[src/hw/dec_map.vh]
// Purpose: constants for the dual event counter control block
// Assumes: 8-bit register port behind the serial bus front end
// Notes:   offsets are the byte addresses seen by the host
`ifndef DEC_MAP_VH
`define DEC_MAP_VH

// register offsets
`define DEC_OFF_FIRST_EVENT_INPUT_LO     8'h0D
`define DEC_OFF_FIRST_EVENT_INPUT_HI     8'h0E
`define DEC_OFF_SECOND_EVENT_INPUT_LO     8'h0F
`define DEC_OFF_SECOND_EVENT_INPUT_HI     8'h10
`define DEC_OFF_SETUP       8'h0C

// edge_counter_setup field positions
`define DEC_BIT_FIRST_POL   0
`define DEC_BIT_SECOND_POL  1
`define DEC_BIT_CASCADE     2
`define DEC_BIT_CAPTURE     3

// reset values and fixed byte constants
`define DEC_SETUP_RST       4'h0
`define DEC_BYTE_RST        8'h00
`define DEC_BYTE_ALL_ONES   8'hFF
`define DEC_READ_ZERO       8'h00

// synchroniser depth in front of the event pins
`define DEC_SYNC_STAGES     2

`endif

[src/hw/dec_event_counter.v]
// Purpose: control and counting logic of two edge-triggered event counters
// Assumes: a serial bus front end presents byte accesses on the register port
// Notes:   counter offsets read the snapshot; writes load the live counters
`timescale 1ns/1ps
`default_nettype none
`include "dec_map.vh"

module dec_event_counter #(
   parameter BYTE_W = 8
) (
   input  wire              clock,
   input  wire              rst,
   input  wire              first_event_input,
   input  wire              second_event_input,
   input  wire [7:0]        reg_addr,
   input  wire              reg_wr,
   input  wire [BYTE_W-1:0] reg_wdata,
   input  wire              reg_rd,
   output reg  [BYTE_W-1:0] reg_rdata,
   output reg               reg_rvalid,
   output wire              cascade_select,
   output wire              capture_snapshot_cmd
);

   wire first_rise;
   wire first_fall;
   wire second_rise;
   wire second_fall;
   wire [1:0] event_pins;
   wire [1:0] rise_pulses;
   wire [1:0] fall_pulses;

   reg  first_input_polarity_q;
   reg  second_input_polarity_q;
   reg  cascade_select_q;
   reg  capture_cmd_q;

   reg  [BYTE_W-1:0] c1_lo_q;
   reg  [BYTE_W-1:0] c1_hi_q;
   reg  [BYTE_W-1:0] c2_lo_q;
   reg  [BYTE_W-1:0] c2_hi_q;
   reg  [BYTE_W-1:0] s1_lo_q;
   reg  [BYTE_W-1:0] s1_hi_q;
   reg  [BYTE_W-1:0] s2_lo_q;
   reg  [BYTE_W-1:0] s2_hi_q;

   reg  first_event;
   reg  second_event;
   reg  c1_lo_wrap;
   reg  c1_full;
   reg  inc_c2;
   reg  c2_lo_wrap;

   wire wr_setup;
   wire wr_c1_lo;
   wire wr_c1_hi;
   wire wr_c2_lo;
   wire wr_c2_hi;

   // one synchroniser and edge detector per event pin
   assign event_pins = {second_event_input, first_event_input};

   genvar ch;
   generate
      for (ch = 0; ch < 2; ch = ch + 1) begin : g_edge
         dec_edge_detect u_edge (
            .clock      (clock),
            .rst        (rst),
            .pin        (event_pins[ch]),
            .rise_pulse (rise_pulses[ch]),
            .fall_pulse (fall_pulses[ch])
         );
      end
   endgenerate

   assign first_rise  = rise_pulses[0];
   assign first_fall  = fall_pulses[0];
   assign second_rise = rise_pulses[1];
   assign second_fall = fall_pulses[1];

   assign cascade_select       = cascade_select_q;
   assign capture_snapshot_cmd = capture_cmd_q;

   assign wr_setup = reg_wr && (reg_addr == `DEC_OFF_SETUP);
   assign wr_c1_lo = reg_wr && (reg_addr == `DEC_OFF_FIRST_EVENT_INPUT_LO);
   assign wr_c1_hi = reg_wr && (reg_addr == `DEC_OFF_FIRST_EVENT_INPUT_HI);
   assign wr_c2_lo = reg_wr && (reg_addr == `DEC_OFF_SECOND_EVENT_INPUT_LO);
   assign wr_c2_hi = reg_wr && (reg_addr == `DEC_OFF_SECOND_EVENT_INPUT_HI);

   always @* begin
      first_event = first_input_polarity_q ? first_rise : first_fall;
      second_event = second_input_polarity_q ? second_rise : second_fall;
      c1_lo_wrap = first_event && (c1_lo_q == `DEC_BYTE_ALL_ONES);
      c1_full    = c1_lo_wrap && (c1_hi_q == `DEC_BYTE_ALL_ONES);
      if (cascade_select_q) begin
         inc_c2 = c1_full;
      end else begin
         inc_c2 = second_event;
      end
      c2_lo_wrap = inc_c2 && (c2_lo_q == `DEC_BYTE_ALL_ONES);
   end

   // control register; a capture write is served on the following clock
   always @(posedge clock or posedge rst) begin
      if (rst) begin
         first_input_polarity_q  <= 1'b0;
         second_input_polarity_q <= 1'b0;
         cascade_select_q        <= 1'b0;
         capture_cmd_q           <= 1'b0;
      end else begin
         if (wr_setup) begin
            first_input_polarity_q  <= reg_wdata[`DEC_BIT_FIRST_POL];
            second_input_polarity_q <= reg_wdata[`DEC_BIT_SECOND_POL];
            cascade_select_q        <= reg_wdata[`DEC_BIT_CASCADE];
         end
         if (wr_setup && reg_wdata[`DEC_BIT_CAPTURE]) begin
            capture_cmd_q <= 1'b1;
         end else if (capture_cmd_q) begin
            capture_cmd_q <= 1'b0;
         end
      end
   end

   // live counters never pause
   // a host write to a counter byte wins over an edge in the same cycle
   always @(posedge clock or posedge rst) begin
      if (rst) begin
         c1_lo_q <= `DEC_BYTE_RST;
         c1_hi_q <= `DEC_BYTE_RST;
         c2_lo_q <= `DEC_BYTE_RST;
         c2_hi_q <= `DEC_BYTE_RST;
      end else begin
         if (wr_c1_lo) begin
            c1_lo_q <= reg_wdata;
         end else if (first_event) begin
            c1_lo_q <= c1_lo_q + 1'b1;
         end
         if (wr_c1_hi) begin
            c1_hi_q <= reg_wdata;
         end else if (c1_lo_wrap) begin
            c1_hi_q <= c1_hi_q + 1'b1;
         end
         if (wr_c2_lo) begin
            c2_lo_q <= reg_wdata;
         end else if (inc_c2) begin
            c2_lo_q <= c2_lo_q + 1'b1;
         end
         if (wr_c2_hi) begin
            c2_hi_q <= reg_wdata;
         end else if (c2_lo_wrap) begin
            c2_hi_q <= c2_hi_q + 1'b1;
         end
      end
   end

   // snapshot copy
   // the host reads a stable copy so a carry between byte reads cannot tear it
   always @(posedge clock or posedge rst) begin
      if (rst) begin
         s1_lo_q <= `DEC_BYTE_RST;
         s1_hi_q <= `DEC_BYTE_RST;
         s2_lo_q <= `DEC_BYTE_RST;
         s2_hi_q <= `DEC_BYTE_RST;
      end else if (capture_cmd_q) begin
         s1_lo_q <= c1_lo_q;
         s1_hi_q <= c1_hi_q;
         s2_lo_q <= c2_lo_q;
         s2_hi_q <= c2_hi_q;
      end
   end

   // read port: data one clock after the strobe, unmapped reads give zero
   always @(posedge clock or posedge rst) begin
      if (rst) begin
         reg_rdata  <= `DEC_READ_ZERO;
         reg_rvalid <= 1'b0;
      end else begin
         reg_rvalid <= reg_rd;
         if (!reg_rd) begin
            reg_rdata <= `DEC_READ_ZERO;
         end else if (reg_addr == `DEC_OFF_SETUP) begin
            reg_rdata <= {4'h0, capture_cmd_q, cascade_select_q,
                          second_input_polarity_q, first_input_polarity_q};
         end else if (reg_addr == `DEC_OFF_FIRST_EVENT_INPUT_LO) begin
            reg_rdata <= s1_lo_q;
         end else if (reg_addr == `DEC_OFF_FIRST_EVENT_INPUT_HI) begin
            reg_rdata <= s1_hi_q;
         end else if (reg_addr == `DEC_OFF_SECOND_EVENT_INPUT_LO) begin
            reg_rdata <= s2_lo_q;
         end else if (reg_addr == `DEC_OFF_SECOND_EVENT_INPUT_HI) begin
            reg_rdata <= s2_hi_q;
         end else begin
            reg_rdata <= `DEC_READ_ZERO;
         end
      end
   end

endmodule // dec_event_counter

`default_nettype wire

[src/hw/dec_edge_detect.v]
// Purpose: synchronise one event pin and report its rising and falling edges
// Assumes: pin is asynchronous to clock
// Notes:   edges are one-cycle pulses, three clocks after the pin moves
`timescale 1ns/1ps
`default_nettype none
`include "dec_map.vh"

module dec_edge_detect (
   input  wire clock,
   input  wire rst,
   input  wire pin,
   output reg  rise_pulse,
   output reg  fall_pulse
);

   reg  sync1_q;
   reg  sync2_q;
   reg  prev_q;

   // first stage feeds only the second stage
   always @(posedge clock or posedge rst) begin
      if (rst) begin
         sync1_q    <= 1'b0;
         sync2_q    <= 1'b0;
         prev_q     <= 1'b0;
         rise_pulse <= 1'b0;
         fall_pulse <= 1'b0;
      end else begin
         sync1_q    <= pin;
         sync2_q    <= sync1_q;
         prev_q     <= sync2_q;
         rise_pulse <= sync2_q & ~prev_q;
         fall_pulse <= ~sync2_q & prev_q;
      end
   end

endmodule // dec_edge_detect

`default_nettype wire

[config.mk]
export PLATFORM = sky130hd
export DESIGN_NAME = dec_event_counter
export DESIGN_NICKNAME = d
export VERILOG_FILES = /design/src/hw/dec_event_counter.v /design/src/hw/dec_edge_detect.v
export VERILOG_INCLUDE_DIRS = /design/src /design/src/hw
export SDC_FILE = /design/constraint.sdc
export NUM_CORES = 1
export LEC_CHECK = 0
export BUFFER_PORTS_ARGS = -buffer_cell sky130_fd_sc_hd__buf_4
export CAP_MARGIN = 25
export CORE_UTILIZATION = 40
export DETAILED_ROUTE_END_ITERATION = 8
export PLACE_DENSITY = 0.57
export SYNTH_ARGS = -nofsm -noshare
export SYNTH_HDL_FRONTEND = slang
export SYNTH_SLANG_ARGS = --single-unit
[constraint.sdc]
create_clock -name clock -period 4.5 [get_ports clock]
set_clock_uncertainty 0.1 [all_clocks]
set_input_delay 1.125 -clock clock [delete_from_list [all_inputs] [get_ports clock]]
set_output_delay 1.125 -clock clock [all_outputs]
set_load 0.01 [all_outputs]
## Yosys cells after proc, flatten, opt, wreduce, memory -nomap -nowiden

Index checks and enable logic that the tools add are counted.
W data, S select, Z words.

- Register bits after elaboration: 87
- Bits in latches: 0
- Bits in writable memories: 0
- Memory bits (read-only): 0
- Logic and storage cells: 75
- Memories kept: 0

- Add/sub/neg operators: 4
- Multiply operators: 0
- Divide/modulo/power cells: 0
- $lt $le $gt $ge: 0
- Equality and inequality tests: 8
- Shift operators: 0
- Muxes and demuxes: 18
- Bitwise gates (word level): 8
- Reductions and logical operators: 13

Operator list:

| operator | number |
|---|---|
| $mux W8 | 14 |
| $add A8 B1 Y8 const B | 4 |
| $eq A8 B4 Y1 const B | 4 |
| $eq A8 B8 Y1 const B | 3 |
| $logic_and A1 B1 Y1 | 9 |
| $eq A8 B5 Y1 const B | 1 |
| $reduce_bool A2 Y1 | 4 |
| $and A1 B1 Y1 | 4 |
| $mux W1 | 4 |
| $not A1 Y1 | 4 |

## Logic depth before layout (Yosys ltp)

Gate-level depths: netlist of the first run.

- Word-level depth: 7
- Gate-level depth with buffers: 7
- Mapped depth without buffers: 6

## Modules after synthesis

From an unflattened synthesis of the first run, not the netlist that was laid out.

- Cells, all modules: 358
- Area total of the unflattened synthesis: 3981.3 um^2

By module, submodules not included:

| module | times used | cells each | area an instance (um^2) |
|---|---|---|---|
| dec_event_counter | 1 | 342 | 3693.5 |
| dec_edge_detect | 2 | 8 | 143.9 |

## Least setup slack after synthesis of the first run

OpenSTA, ideal clock, no wires.

- Kind: input port to flip-flop
- Start: in reg_addr[0]
- End: reg c2_hi_q[2]
- Arrival: 2.640 ns
- Required time: 4.270 ns
- Slack: 1.630 ns
- Cell stages on the path: 6
- Cell sequence: or4b_2 nor3_2 nand2_1 buf_2 nor2_1 a31oi_1

- Cells in the longest elaborated chain, start to end: 3
- Elaborated cells on any way between the ends: 4
- Those cells by class: eq/ne (1); mux (1); reduce/logical (2)

RTL lines:

| what | line | RTL |
|---|---|---|
| start, declared | dec_event_counter.v:15 | `input wire [7:0] reg_addr,` |
| $eq A8 B5 Y1 (no line) * | -- |  |
| $logic_and A1 B1 Y1 * | dec_event_counter.v:88 | `` assign wr_c2_hi = reg_wr && (reg_addr == `DEC_OFF_SECOND_EVENT_INPUT_HI); `` |
| $mux W8 or $reduce_bool A2 Y1 (tied branches) | -- |  |
| end signal, assigned | dec_event_counter.v:131 | `` c2_hi_q <= `DEC_BYTE_RST; `` |
| end signal, assigned | dec_event_counter.v:149 | `c2_hi_q <= reg_wdata;` |
| end signal, assigned | dec_event_counter.v:151 | `c2_hi_q <= c2_hi_q + 1'b1;` |
| end, declared | dec_event_counter.v:41 | `reg [BYTE_W-1:0] c2_hi_q;` |

Every way passes the cells marked *; elsewhere a longest branch is shown, timed or not.
A chain may end at the register's enable or synchronous reset.

## Final worst setup path of the first run

- Start: in reg_addr[0]
- End: reg c2_hi_q[7]

The elaborated chain is that of the path after synthesis.

==> results.sh, run 1 <==
export IMPL_area_delta_synth_final_pct=14.1
export IMPL_start_util_pct=41.3
export IMPL_cts_setup_buffers=0
export IMPL_worstPathMaxFanout=15
export IMPL_layout_cells_most_common_list="dfrtp_1, nor2_1, buf_4"
export IMPL_finalSetupViolCount=0
export IMPL_arrival_ns=3.12
export IMPL_synth_area_per_cell_um2=10.5
export IMPL_fp_dieArea_um2=10500
export IMPL_overflow=0
export IMPL_critPathMostFrequentCell="o211ai_1"
export IMPL_ant_nets=0
export IMPL_vias_per_cell=5.43
export IMPL_vias=3043
export IMPL_dp_hpwl_mm=7.09
export IMPL_holdBufCountCts=0
export IMPL_gp_congestion=0.818
export IMPL_io_buffers=32
export IMPL_critPathBufInv=1
export IMPL_slew_headroom_pct=48.9
export IMPL_utilization_pct=47.1
export IMPL_drive_above_1_share_pct=21.5
export IMPL_highest_layer="met4"
export IMPL_setup_ws_ns=1.52
export IMPL_clock_sinks=87
export IMPL_path_cells="buf_4, or4b_2, nor3_2, nand2_1, o211ai_1, o211ai_1"
export IMPL_drtPass1Iterations=6
export IMPL_ir_drop_mv=0.159
export IMPL_post_cts_resized=0
export IMPL_met1_length_mm=4.82
export IMPL_insertion_delay_ns=0.36
export IMPL_synth_seq_area_share_pct=53.7
export IMPL_rsz0062_at_grt="no"
export IMPL_critPathRequiredTime_ns=4.64
export IMPL_drc=0
export IMPL_nets=448
export IMPL_cp_start_kind="primary input"
export IMPL_antenna_found_initial=0
export IMPL_yosysWarnings=0
export IMPL_cts_root_buf="clkbuf_8"
export IMPL_synthTopCellsByArea="dfrtp_1, mux2_2, nor2_1, a21oi_1, o21ai_0"
export IMPL_synthFlopType="dfrtp_1"
export IMPL_row_count=36
export IMPL_numCtsBuffers=9
export IMPL_status="finished, final reports clean"
export IMPL_cts_max_level=3
export IMPL_drt_iter0_drc=193
export IMPL_grt_pass1_vias=2874
export IMPL_powerDensity_nw_per_um2=441
export IMPL_min_period_ns=2.98
export IMPL_path_class="in2reg"
export IMPL_synth_area_um2=4050
export IMPL_total_leakage_power_nw=1.99
export IMPL_worst_pin_slew_ns=0.767
export IMPL_post_route_period_util_pct=66.2
export IMPL_grt_pass1_wl_mm=15.8
export IMPL_syn_nets=412
export IMPL_hold_ws_ns=0.260
export IMPL_final_setup_tns_ns=0
export IMPL_synthArstFlopShare_pct=100
export IMPL_wl_per_cell_um=17.6
export IMPL_syn_inst=386
export IMPL_dr_wl_met2_mm=4.54
export IMPL_tritoncts="built"
export IMPL_clock_fmax_mhz=336
export IMPL_finalHoldViolations=0
export IMPL_cts_max_path_buffers=2
export IMPL_worst_path_max_delay_cell="or4b_2"
export IMPL_final_common_cell="dfrtp_1"
export IMPL_path_clk_slew_ns=0.09
export IMPL_die_x_um=103
export IMPL_synth_top_cell_by_area="dfrtp_1"
export IMPL_io_pins=33
export IMPL_synth_cell_types=35
export IMPL_grt_max_degree=60
export IMPL_synth_edf_count=0
export IMPL_synth_top_area_share_pct=53.7
export IMPL_grt_usage_pct=20.7
export IMPL_crit_family="simple AND/OR/NAND/NOR gates"
export IMPL_drv_cap=0
export IMPL_core_area_um2=9820
export IMPL_wl_met3_um=402
export IMPL_drt_total_wl_mm=9.87
export IMPL_design_power_total_mw=2.04
export IMPL_cpPeakStageDelay_ns=0.67
export IMPL_die_height_um=103
export IMPL_synth_seq_cells=87
export IMPL_insertedDiodeCount=0
export IMPL_finalMaxSlewViolations=0
export IMPL_dpl_worst_slack_ns=1.15
export IMPL_hold_path_class="reg2reg"
export IMPL_critPathCaptureType="flip-flop"
==> cells in the mapped netlist (3+ instances only) <==
cell	count
dfrtp_1	87
nor2_1	47
mux2_2	34
a21oi_1	26
nand2_1	25
o21ai_0	24
nand3_1	18
a31oi_1	13
inv_1	12
xor2_1	12
clkbuf_1	10
nor3_1	8
nand4_1	7
or3_1	7
a222oi_1	6
mux2i_1	6
nor4_1	6
xnor2_1	6
and3_1	4
ha_1	4
nor2b_1	4
and2_1	3
==> worst paths after layout <==
check / to / startpoint / depth (start not counted) / slack [ns]
min in group asynchronous: c1_lo_q[5] / rst / 3 / 0.72
hold / removal: g_edge[0].u_edge.sync2_q / g_edge[0].u_edge.sync1_q / 0 / 0.26
hold reg to reg: g_edge[0].u_edge.sync2_q / g_edge[0].u_edge.sync1_q / 0 / 0.26
setup / recovery: c2_hi_q[7] / reg_addr[0] / 6 / 1.52
setup reg to reg: c2_hi_q[5] / cascade_select / 5 / 2.01
max in group asynchronous: s1_hi_q[7] / rst / 3 / 2.90
==> kinds of logic after synthesis <==
kind of cell	count (synthesis)	synth area share, %
compound gates	78	11.6
xor+xnor	18	3.89
fa+ha+maj	4	1.23
buf+inv	24	2.28
flops	87	53.7
mux	40	10.9
simple gates	135	16.4
==> routing by layer <==
layer / global-route usage (%) / vias to the layer above
met1: 29.8 / 1479
met2: 31.7 / 87
li1: - / 1468
met4: 6.70 / 0
met5: 0 / -
met3: 3.73 / 9
==> area by class of cell <==
cell class | instances | area [um^2]
fillers | 989 | 5190
inverters | 12 | 46.3
multi-input cells | 275 | 1780
flip-flops and latches | 87 | 2180
clock buffers | 10 | 128
clock inverters | 6 | 45.0
well taps | 133 | 166
repair buffers | 37 | 278
==> report_power, final <==
part | total [mW] | internal [mW] | leakage, nW | switching (mW)
clock | 0.496 | 0.204 | 0.0793 | 0.293
sequential | 1.10 | 0.922 | 1.08 | 0.179
combinational | 0.443 | 0.198 | 0.823 | 0.245
==> sequential cells by signal, summed over array words and instances (netlist names) <==
register / cells
c1_hi_q: 8
c1_lo_q: 8
c2_hi_q: 8
c2_lo_q: 8
capture_snapshot_cmd: 1
cascade_select: 1
first_input_polarity_q: 1
g_edge.u_edge.fall_pulse: 2
g_edge.u_edge.prev_q: 2
g_edge.u_edge.rise_pulse: 2
g_edge.u_edge.sync1_q: 2
g_edge.u_edge.sync2_q: 2
reg_rdata: 8
reg_rvalid: 1
s1_hi_q: 8
s1_lo_q: 8
s2_hi_q: 8
s2_lo_q: 8
second_input_polarity_q: 1
==> per-stage QoR <==
stage / cell area, um^2 / instances
3_3_place_gp: 4450 / 544
3_5_place_dp: 4450 / 544
5_1_grt: 4620 / 560
6_report: 4620 / 560
2_1_floorplan: 4050 / 386
4_1_cts: 4620 / 560
No activity file was read; power rests on OpenSTA's default activity.
==> run 2, diff against run 1 <==
--- a/config.mk
+++ b/config.mk
@@ -10,7 +10,7 @@
 export CAP_MARGIN = 25
 export CORE_UTILIZATION = 40
 export DETAILED_ROUTE_END_ITERATION = 8
-export PLACE_DENSITY = 0.57
+export PLACE_DENSITY = 0.59
 export SYNTH_ARGS = -nofsm -noshare
 export SYNTH_HDL_FRONTEND = slang
 export SYNTH_SLANG_ARGS = --single-unit
==> constraint.sdc (replaced) <==
create_clock -name clock -period 2.5 [get_ports clock]
set_clock_uncertainty 0.1 [all_clocks]
set_input_delay 0.625 -clock clock [delete_from_list [all_inputs] [get_ports clock]]
set_output_delay 0.625 -clock clock [all_outputs]
set_load 0.01 [all_outputs]
==> run 2 against run 1 <==
Wire length grew 1.3%; sequential cell count is the same; die area unchanged; combinational power is 82% higher; non-clock buffer count increased by 13; via count up 2.9%; clock-buffer cell count increased by 1; total power up 89%; first-iteration DRC count down 19%; critical path type is now reg2reg.
==> results.sh, run 2 (synthesis results as in run 1) <==
export IMPL_critPathRequiredTime_ns=2.67
export IMPL_ir_drop_mv=0.353
export IMPL_cts_max_path_buffers=2
export IMPL_clock_fmax_mhz=443
export IMPL_final_common_cell="dfrtp_1"
export IMPL_design_power_total_mw=3.85
export IMPL_powerDensity_nw_per_um2=806
export IMPL_ant_nets=0
export IMPL_drt_iter0_drc=156
export IMPL_tritoncts="built"
export IMPL_die_x_um=103
export IMPL_grt_max_degree=88
export IMPL_final_setup_tns_ns=0
export IMPL_cp_startpoint="c1_lo_q[0]"
export IMPL_r2r_start="c1_lo_q[0]"
export IMPL_drv_cap=0
export IMPL_worstPathMaxFanout=5
export IMPL_p_comb_share_pct=21.0
export IMPL_p_seq_share_pct=51.3
export IMPL_slew_headroom_pct=56.3
export IMPL_finalMaxSlewViolations=0
export IMPL_grt_usage_pct=20.3
export IMPL_drc=0
export IMPL_insertion_delay_ns=0.36
export IMPL_total_leakage_power_nw=2.07
export IMPL_gp_congestion=0.898
export IMPL_regArea_um2=2180
export IMPL_clock_sinks=87
export IMPL_path_class="reg2reg"
export IMPL_cts_root_buf="clkbuf_8"
export IMPL_io_buffers=32
export IMPL_worst_pin_slew_ns=0.638
export IMPL_p_int_mw=2.59
export IMPL_numCtsBuffers=9
export IMPL_post_route_period_util_pct=90.2
export IMPL_row_count=36
export IMPL_layout_cells_most_common_list="dfrtp_1, buf_4, nor2_1"
export IMPL_fp_dieArea_um2=10500
export IMPL_overflow=0
export IMPL_dp_hpwl_mm=7.08
export IMPL_vias=3130
export IMPL_die_height_um=103
export IMPL_hold_path_class="in2async"
export IMPL_rsz0062_at_grt="no"
export IMPL_cp_start_kind="flip-flop"
export IMPL_cts_max_level=3
export IMPL_core_area_um2=9820
export IMPL_multiInputGateArea_um2=1780
export IMPL_utilization_pct=48.6
export IMPL_drive_above_1_share_pct=23.6
export IMPL_antenna_found_initial=0
export IMPL_p_clk_share_pct=27.7
export IMPL_vias_per_cell=5.46
export IMPL_area_delta_synth_final_pct=17.8
export IMPL_drtPass1Iterations=5
export IMPL_critPathCaptureType="flip-flop"
export IMPL_status="finished, final reports clean"
export IMPL_path_clk_slew_ns=0.08
export IMPL_drt_total_wl_mm=9.99
export IMPL_dpl_worst_slack_ns=0.207
export IMPL_finalHoldViolations=0
export IMPL_io_pins=33
export IMPL_fin_cells=573
export IMPL_grt_pass1_vias=2839
export IMPL_min_period_ns=2.26
export IMPL_fillers=920
export IMPL_arrival_ns=2.43
export IMPL_wl_per_cell_um=17.4
export IMPL_setup_ws_ns=0.244
export IMPL_start_util_pct=41.3
export IMPL_placed_cells=557
export IMPL_post_cts_resized=0
export IMPL_switchingPower_mw=1.26
export IMPL_insertedDiodeCount=0
export IMPL_cts_setup_buffers=0
export IMPL_holdBufCountCts=0
export IMPL_switching_share_pct=32.7
export IMPL_finalSetupViolCount=0
export IMPL_nets=461
export IMPL_grt_pass1_wl_mm=15.6
[run 2: cell types whose count changed in the layout (fill, tap and decap cells not counted), sizes merged]
cell	change
inv	-1
clkinvlp	-1
clkinv	-1
clkbuf	+1
bufinv	+2
buf	+13
[run 2: final cells by class]
class | count | share of cell area (%)
Tap cell | 133 | 3.48
Clock buffer | 11 | 2.75
Sequential cell | 87 | 45.6
Multi-Input combinational cell | 275 | 37.3
Timing Repair Buffer | 50 | 8.12
Clock inverter | 5 | 1.70
Inverter | 12 | 1.02
[run 2: worst paths after layout]
| path | endpoint | slack, ns | cells after the start |
|---|---|---|---|
| hold reg to reg | g_edge[0].u_edge.sync2_q | 0.26 | 0 |
| max in group asynchronous | c1_lo_q[6] | 1.63 | 3 |
| hold / removal | s2_hi_q[0] | 0.26 | 3 |
| min in group clock | g_edge[0].u_edge.sync2_q | 0.26 | 0 |
| setup / recovery | c2_hi_q[4] | 0.24 | 8 |
| setup reg to reg | c2_hi_q[4] | 0.24 | 8 |
[run 2: power by group through the flow]
stage               clock [mW]  sequential [mW]  combinational, mW
floorplan                    0             1.89              0.618
global placement             0             1.99              0.785
detailed placement           0             2.00              0.805
CTS                       1.10             1.97              0.812
global route              1.15             2.02              0.903
finish                    1.07             1.98              0.807
[run 2: stage by stage]
step	area (um^2)	hold WS, ns
floorplan	4060	0.231
global placement	4560	0.231
detailed placement	4560	0.239
CTS	4780	0.254
global route	4780	0.247
finish	4780	0.255
[run 2: worst max-delay path, stage by stage, from the launching register on]
cell and delay (ns):
dfrtp_1 0.42, ha_1 0.21, nand3_1 0.15, nor4_4 0.28, buf_4 0.20, a31oi_2 0.11
buf_4 0.17, or3_1 0.33, a31oi_1 0.20
[run 2: metal layers]
layer	part of all wire, %	track usage, %	vias up
li1	-	-	1494
met1	47	28.6	1522
met2	47	31.5	103
met3	5.1	4.34	11
met4	1.1	5.93	0
met5	0	0	-
==> run 3, diff against run 2 <==
--- a/config.mk
+++ b/config.mk
@@ -13,4 +13,5 @@
 export PLACE_DENSITY = 0.59
 export SYNTH_ARGS = -nofsm -noshare
 export SYNTH_HDL_FRONTEND = slang
+export SYNTH_HIERARCHICAL = 1
 export SYNTH_SLANG_ARGS = --single-unit
==> run 3 against run 2 <==
Die area decreased by 1.8%; fmax increased by 2.2%; critical path depth decreased by 2; sequential power about the same; total power decreased by 1.5%; combinational power decreased by 12%; sequential share of layout area increased by 1.3 points; setup slack improved by 0.048 ns; via count decreased by 12%; clock-buffer cell count increased by 2.
==> results.sh, run 3 <==
export IMPL_row_count=36
export IMPL_syn_inst=358
export IMPL_gp_congestion=0.806
export IMPL_cts_max_path_buffers=2
export IMPL_synth_area_um2=3980
export IMPL_numCtsBuffers=9
export IMPL_finalMaxSlewViolations=0
export IMPL_regArea_um2=2180
export IMPL_grt_pass1_vias=2628
export IMPL_path_class="reg2reg"
export IMPL_finalHoldViolations=0
export IMPL_critPathCapture="c2_hi_q[1]"
export IMPL_critPathRequiredTime_ns=2.63
export IMPL_clock_fmax_mhz=453
export IMPL_status="finished, final reports clean"
export IMPL_grt_usage_pct=19.7
export IMPL_wl_per_cell_um=17.0
export IMPL_vias_per_cell=5.15
export IMPL_r2r_start="first_input_polarity_q"
export IMPL_drtPass1Iterations=4
export IMPL_synth_seq_area_share_pct=54.7
export IMPL_cts_max_level=3
export IMPL_overflow=0
export IMPL_clock_sinks=87
export IMPL_grt_max_degree=29
export IMPL_io_pins=33
export IMPL_synth_top_cell_by_area="dfrtp_1"
export IMPL_worst_pin_slew_ns=0.628
export IMPL_syn_nets=384
export IMPL_worstPathMaxFanout=10
export IMPL_cp_start_kind="flip-flop"
export IMPL_core_area_um2=9730
export IMPL_drive_above_1_share_pct=25.5
export IMPL_multiInputGateArea_um2=1730
export IMPL_total_leakage_power_nw=2.04
export IMPL_r2r_end="c2_hi_q[1]"
export IMPL_antenna_found_initial=0
export IMPL_fillers=924
export IMPL_synth_edf_count=0
export IMPL_holdBufCountCts=0
export IMPL_timing_reg2reg_setup_slack_ns=0.29
export IMPL_final_setup_tns_ns=0
export IMPL_synth_area_per_cell_um2=11.1
export IMPL_synthArstFlopShare_pct=100
export IMPL_synth_most_common_cell="dfrtp_1"
export IMPL_cts_root_buf="clkbuf_8"
export IMPL_synth_cell_types=34
export IMPL_drt_total_wl_mm=9.04
export IMPL_finalSetupViolCount=0
export IMPL_powerDensity_nw_per_um2=816
export IMPL_final_common_cell="dfrtp_1"
export IMPL_start_util_pct=40.9
export IMPL_reg2regPathDepth=6
export IMPL_nets=421
export IMPL_fin_cells=533
export IMPL_drv_cap=0
export IMPL_dp_hpwl_mm=6.61
export IMPL_drt_iter0_drc=126
export IMPL_io_buffers=32
export IMPL_synth_seq_cells=87
export IMPL_die_height_um=102
export IMPL_path_clk_slew_ns=0.09
export IMPL_post_route_period_util_pct=88.3
export IMPL_grt_pass1_wl_mm=14.7
export IMPL_insertedDiodeCount=0
export IMPL_cts_setup_buffers=0
export IMPL_critPathCaptureType="flip-flop"
export IMPL_tritoncts="built"
export IMPL_insertion_delay_ns=0.37
export IMPL_placed_cells=517
export IMPL_slew_headroom_pct=56.9
export IMPL_synth_top_area_share_pct=54.7
export IMPL_synthFlopType="dfrtp_1"
export IMPL_synthTopCellsByArea="dfrtp_1, mux2_2, nand2_1, xor2_1, xnor2_1"
export IMPL_layout_cells_most_common_list="dfrtp_1, buf_4, mux2_2"
export IMPL_post_cts_resized=0
export IMPL_area_delta_synth_final_pct=16.7
export IMPL_fp_dieArea_um2=10400
export IMPL_ant_nets=0
export IMPL_cp_startpoint="first_input_polarity_q"
export IMPL_yosysWarnings=6
export IMPL_synth_common_cells="dfrtp_1, mux2_2, nand2_1"
export IMPL_die_x_um=102
export IMPL_min_period_ns=2.21
export IMPL_hold_path_class="in2async"
export IMPL_drc=0
export IMPL_vias=2746
export IMPL_rsz0062_at_grt="no"
export IMPL_arrival_ns=2.34
export IMPL_ir_drop_mv=0.319
## run 3: cell count changes after synthesis, sizes merged, moves of 5 or more
cell	change
a21oi	-6
a222oi	-6
a22oi	+8
a31oi	-14
inv	-9
mux2i	+5
nand2	+10
nand3	-8
nor2	-20
nor3b	+7
nor4	-5
or3	-7
xnor2	+7
## run 3: final cells by class
| type | count | share of cell area, % |
|---|---|---|
| flip-flops and latches | 87 | 46.8 |
| clock buffers | 13 | 3.42 |
| inverters | 3 | 0.323 |
| multi-input cells | 253 | 37.3 |
| clock inverters | 3 | 1.40 |
| well taps | 133 | 3.58 |
| repair buffers | 41 | 7.16 |
## run 3: worst min-delay path by stage
stage                     cells past startpoint                          end  slack, ns                startpoint
after floorplan                               0     g_edge[0].u_edge/sync2_q       0.23  g_edge[0].u_edge/sync1_q
after global placement                        0     g_edge[1].u_edge/sync2_q       0.23  g_edge[1].u_edge/sync1_q
after detailed placement                      0     g_edge[0].u_edge/sync2_q       0.24  g_edge[0].u_edge/sync1_q
after CTS                                     2  g_edge[1].u_edge/rise_pulse       0.08                       rst
after global routing                          2      g_edge[0].u_edge/prev_q       0.10                       rst
final                                         2     g_edge[0].u_edge/sync2_q       0.08                       rst
## run 3: cells by family (layout without fill, tap and decap cells)
kind of cell | count (synthesis) | after routing | synth area share (%)
adder cells (fa/ha/maj) | 4 | 4 | 1.26
AND/OR/NAND/NOR | 118 | 118 | 15.2
XOR/XNOR | 28 | 28 | 6.16
multiplexers | 47 | 47 | 12.9
buffers and inverters | 18 | 60 | 1.82
AO/OA/AOI/OAI | 56 | 56 | 7.89
flip-flops | 87 | 87 | 54.7
## run 3: metrics by stage
step                      util [%]  instance area, um^2  hold WS (ns)  worst slack, ns  total power, mW
final                         47.8                 4650        0.0827            0.293             3.79
after detailed placement      45.5                 4420         0.236            0.217             2.72
after CTS                     47.8                 4650        0.0758            0.291             3.82
after global routing          47.8                 4650         0.102            0.104             4.01
after global placement        45.5                 4420         0.233            0.303             2.70
after floorplan                  -                 3990         0.231            0.339             2.46
## run 3: worst max-delay path, cell delays in order (launching register included)
cell       delay (ns)
dfrtp_1          0.43
mux2i_1          0.27
nor3_4           0.49
o2bb2ai_2        0.33
nand2_1          0.19
mux2i_1          0.17
o21ai_0          0.09
## run 3: routing by layer
layer | vias to the layer above | track usage, % | part of all wire (%)
met4 | 0 | 8.03 | 2.2
met1 | 1359 | 28.1 | 48
met2 | 52 | 29.2 | 45
li1 | 1320 | - | -
met3 | 15 | 4.00 | 3.8
met5 | - | 0 | 0
## run 3: power by group
part           switching, mW  leakage, nW  internal [mW]  total [mW]
registers              0.310         1.09           1.67        1.98
clock network          0.483        0.114          0.617        1.10
logic                  0.355        0.836          0.354       0.709
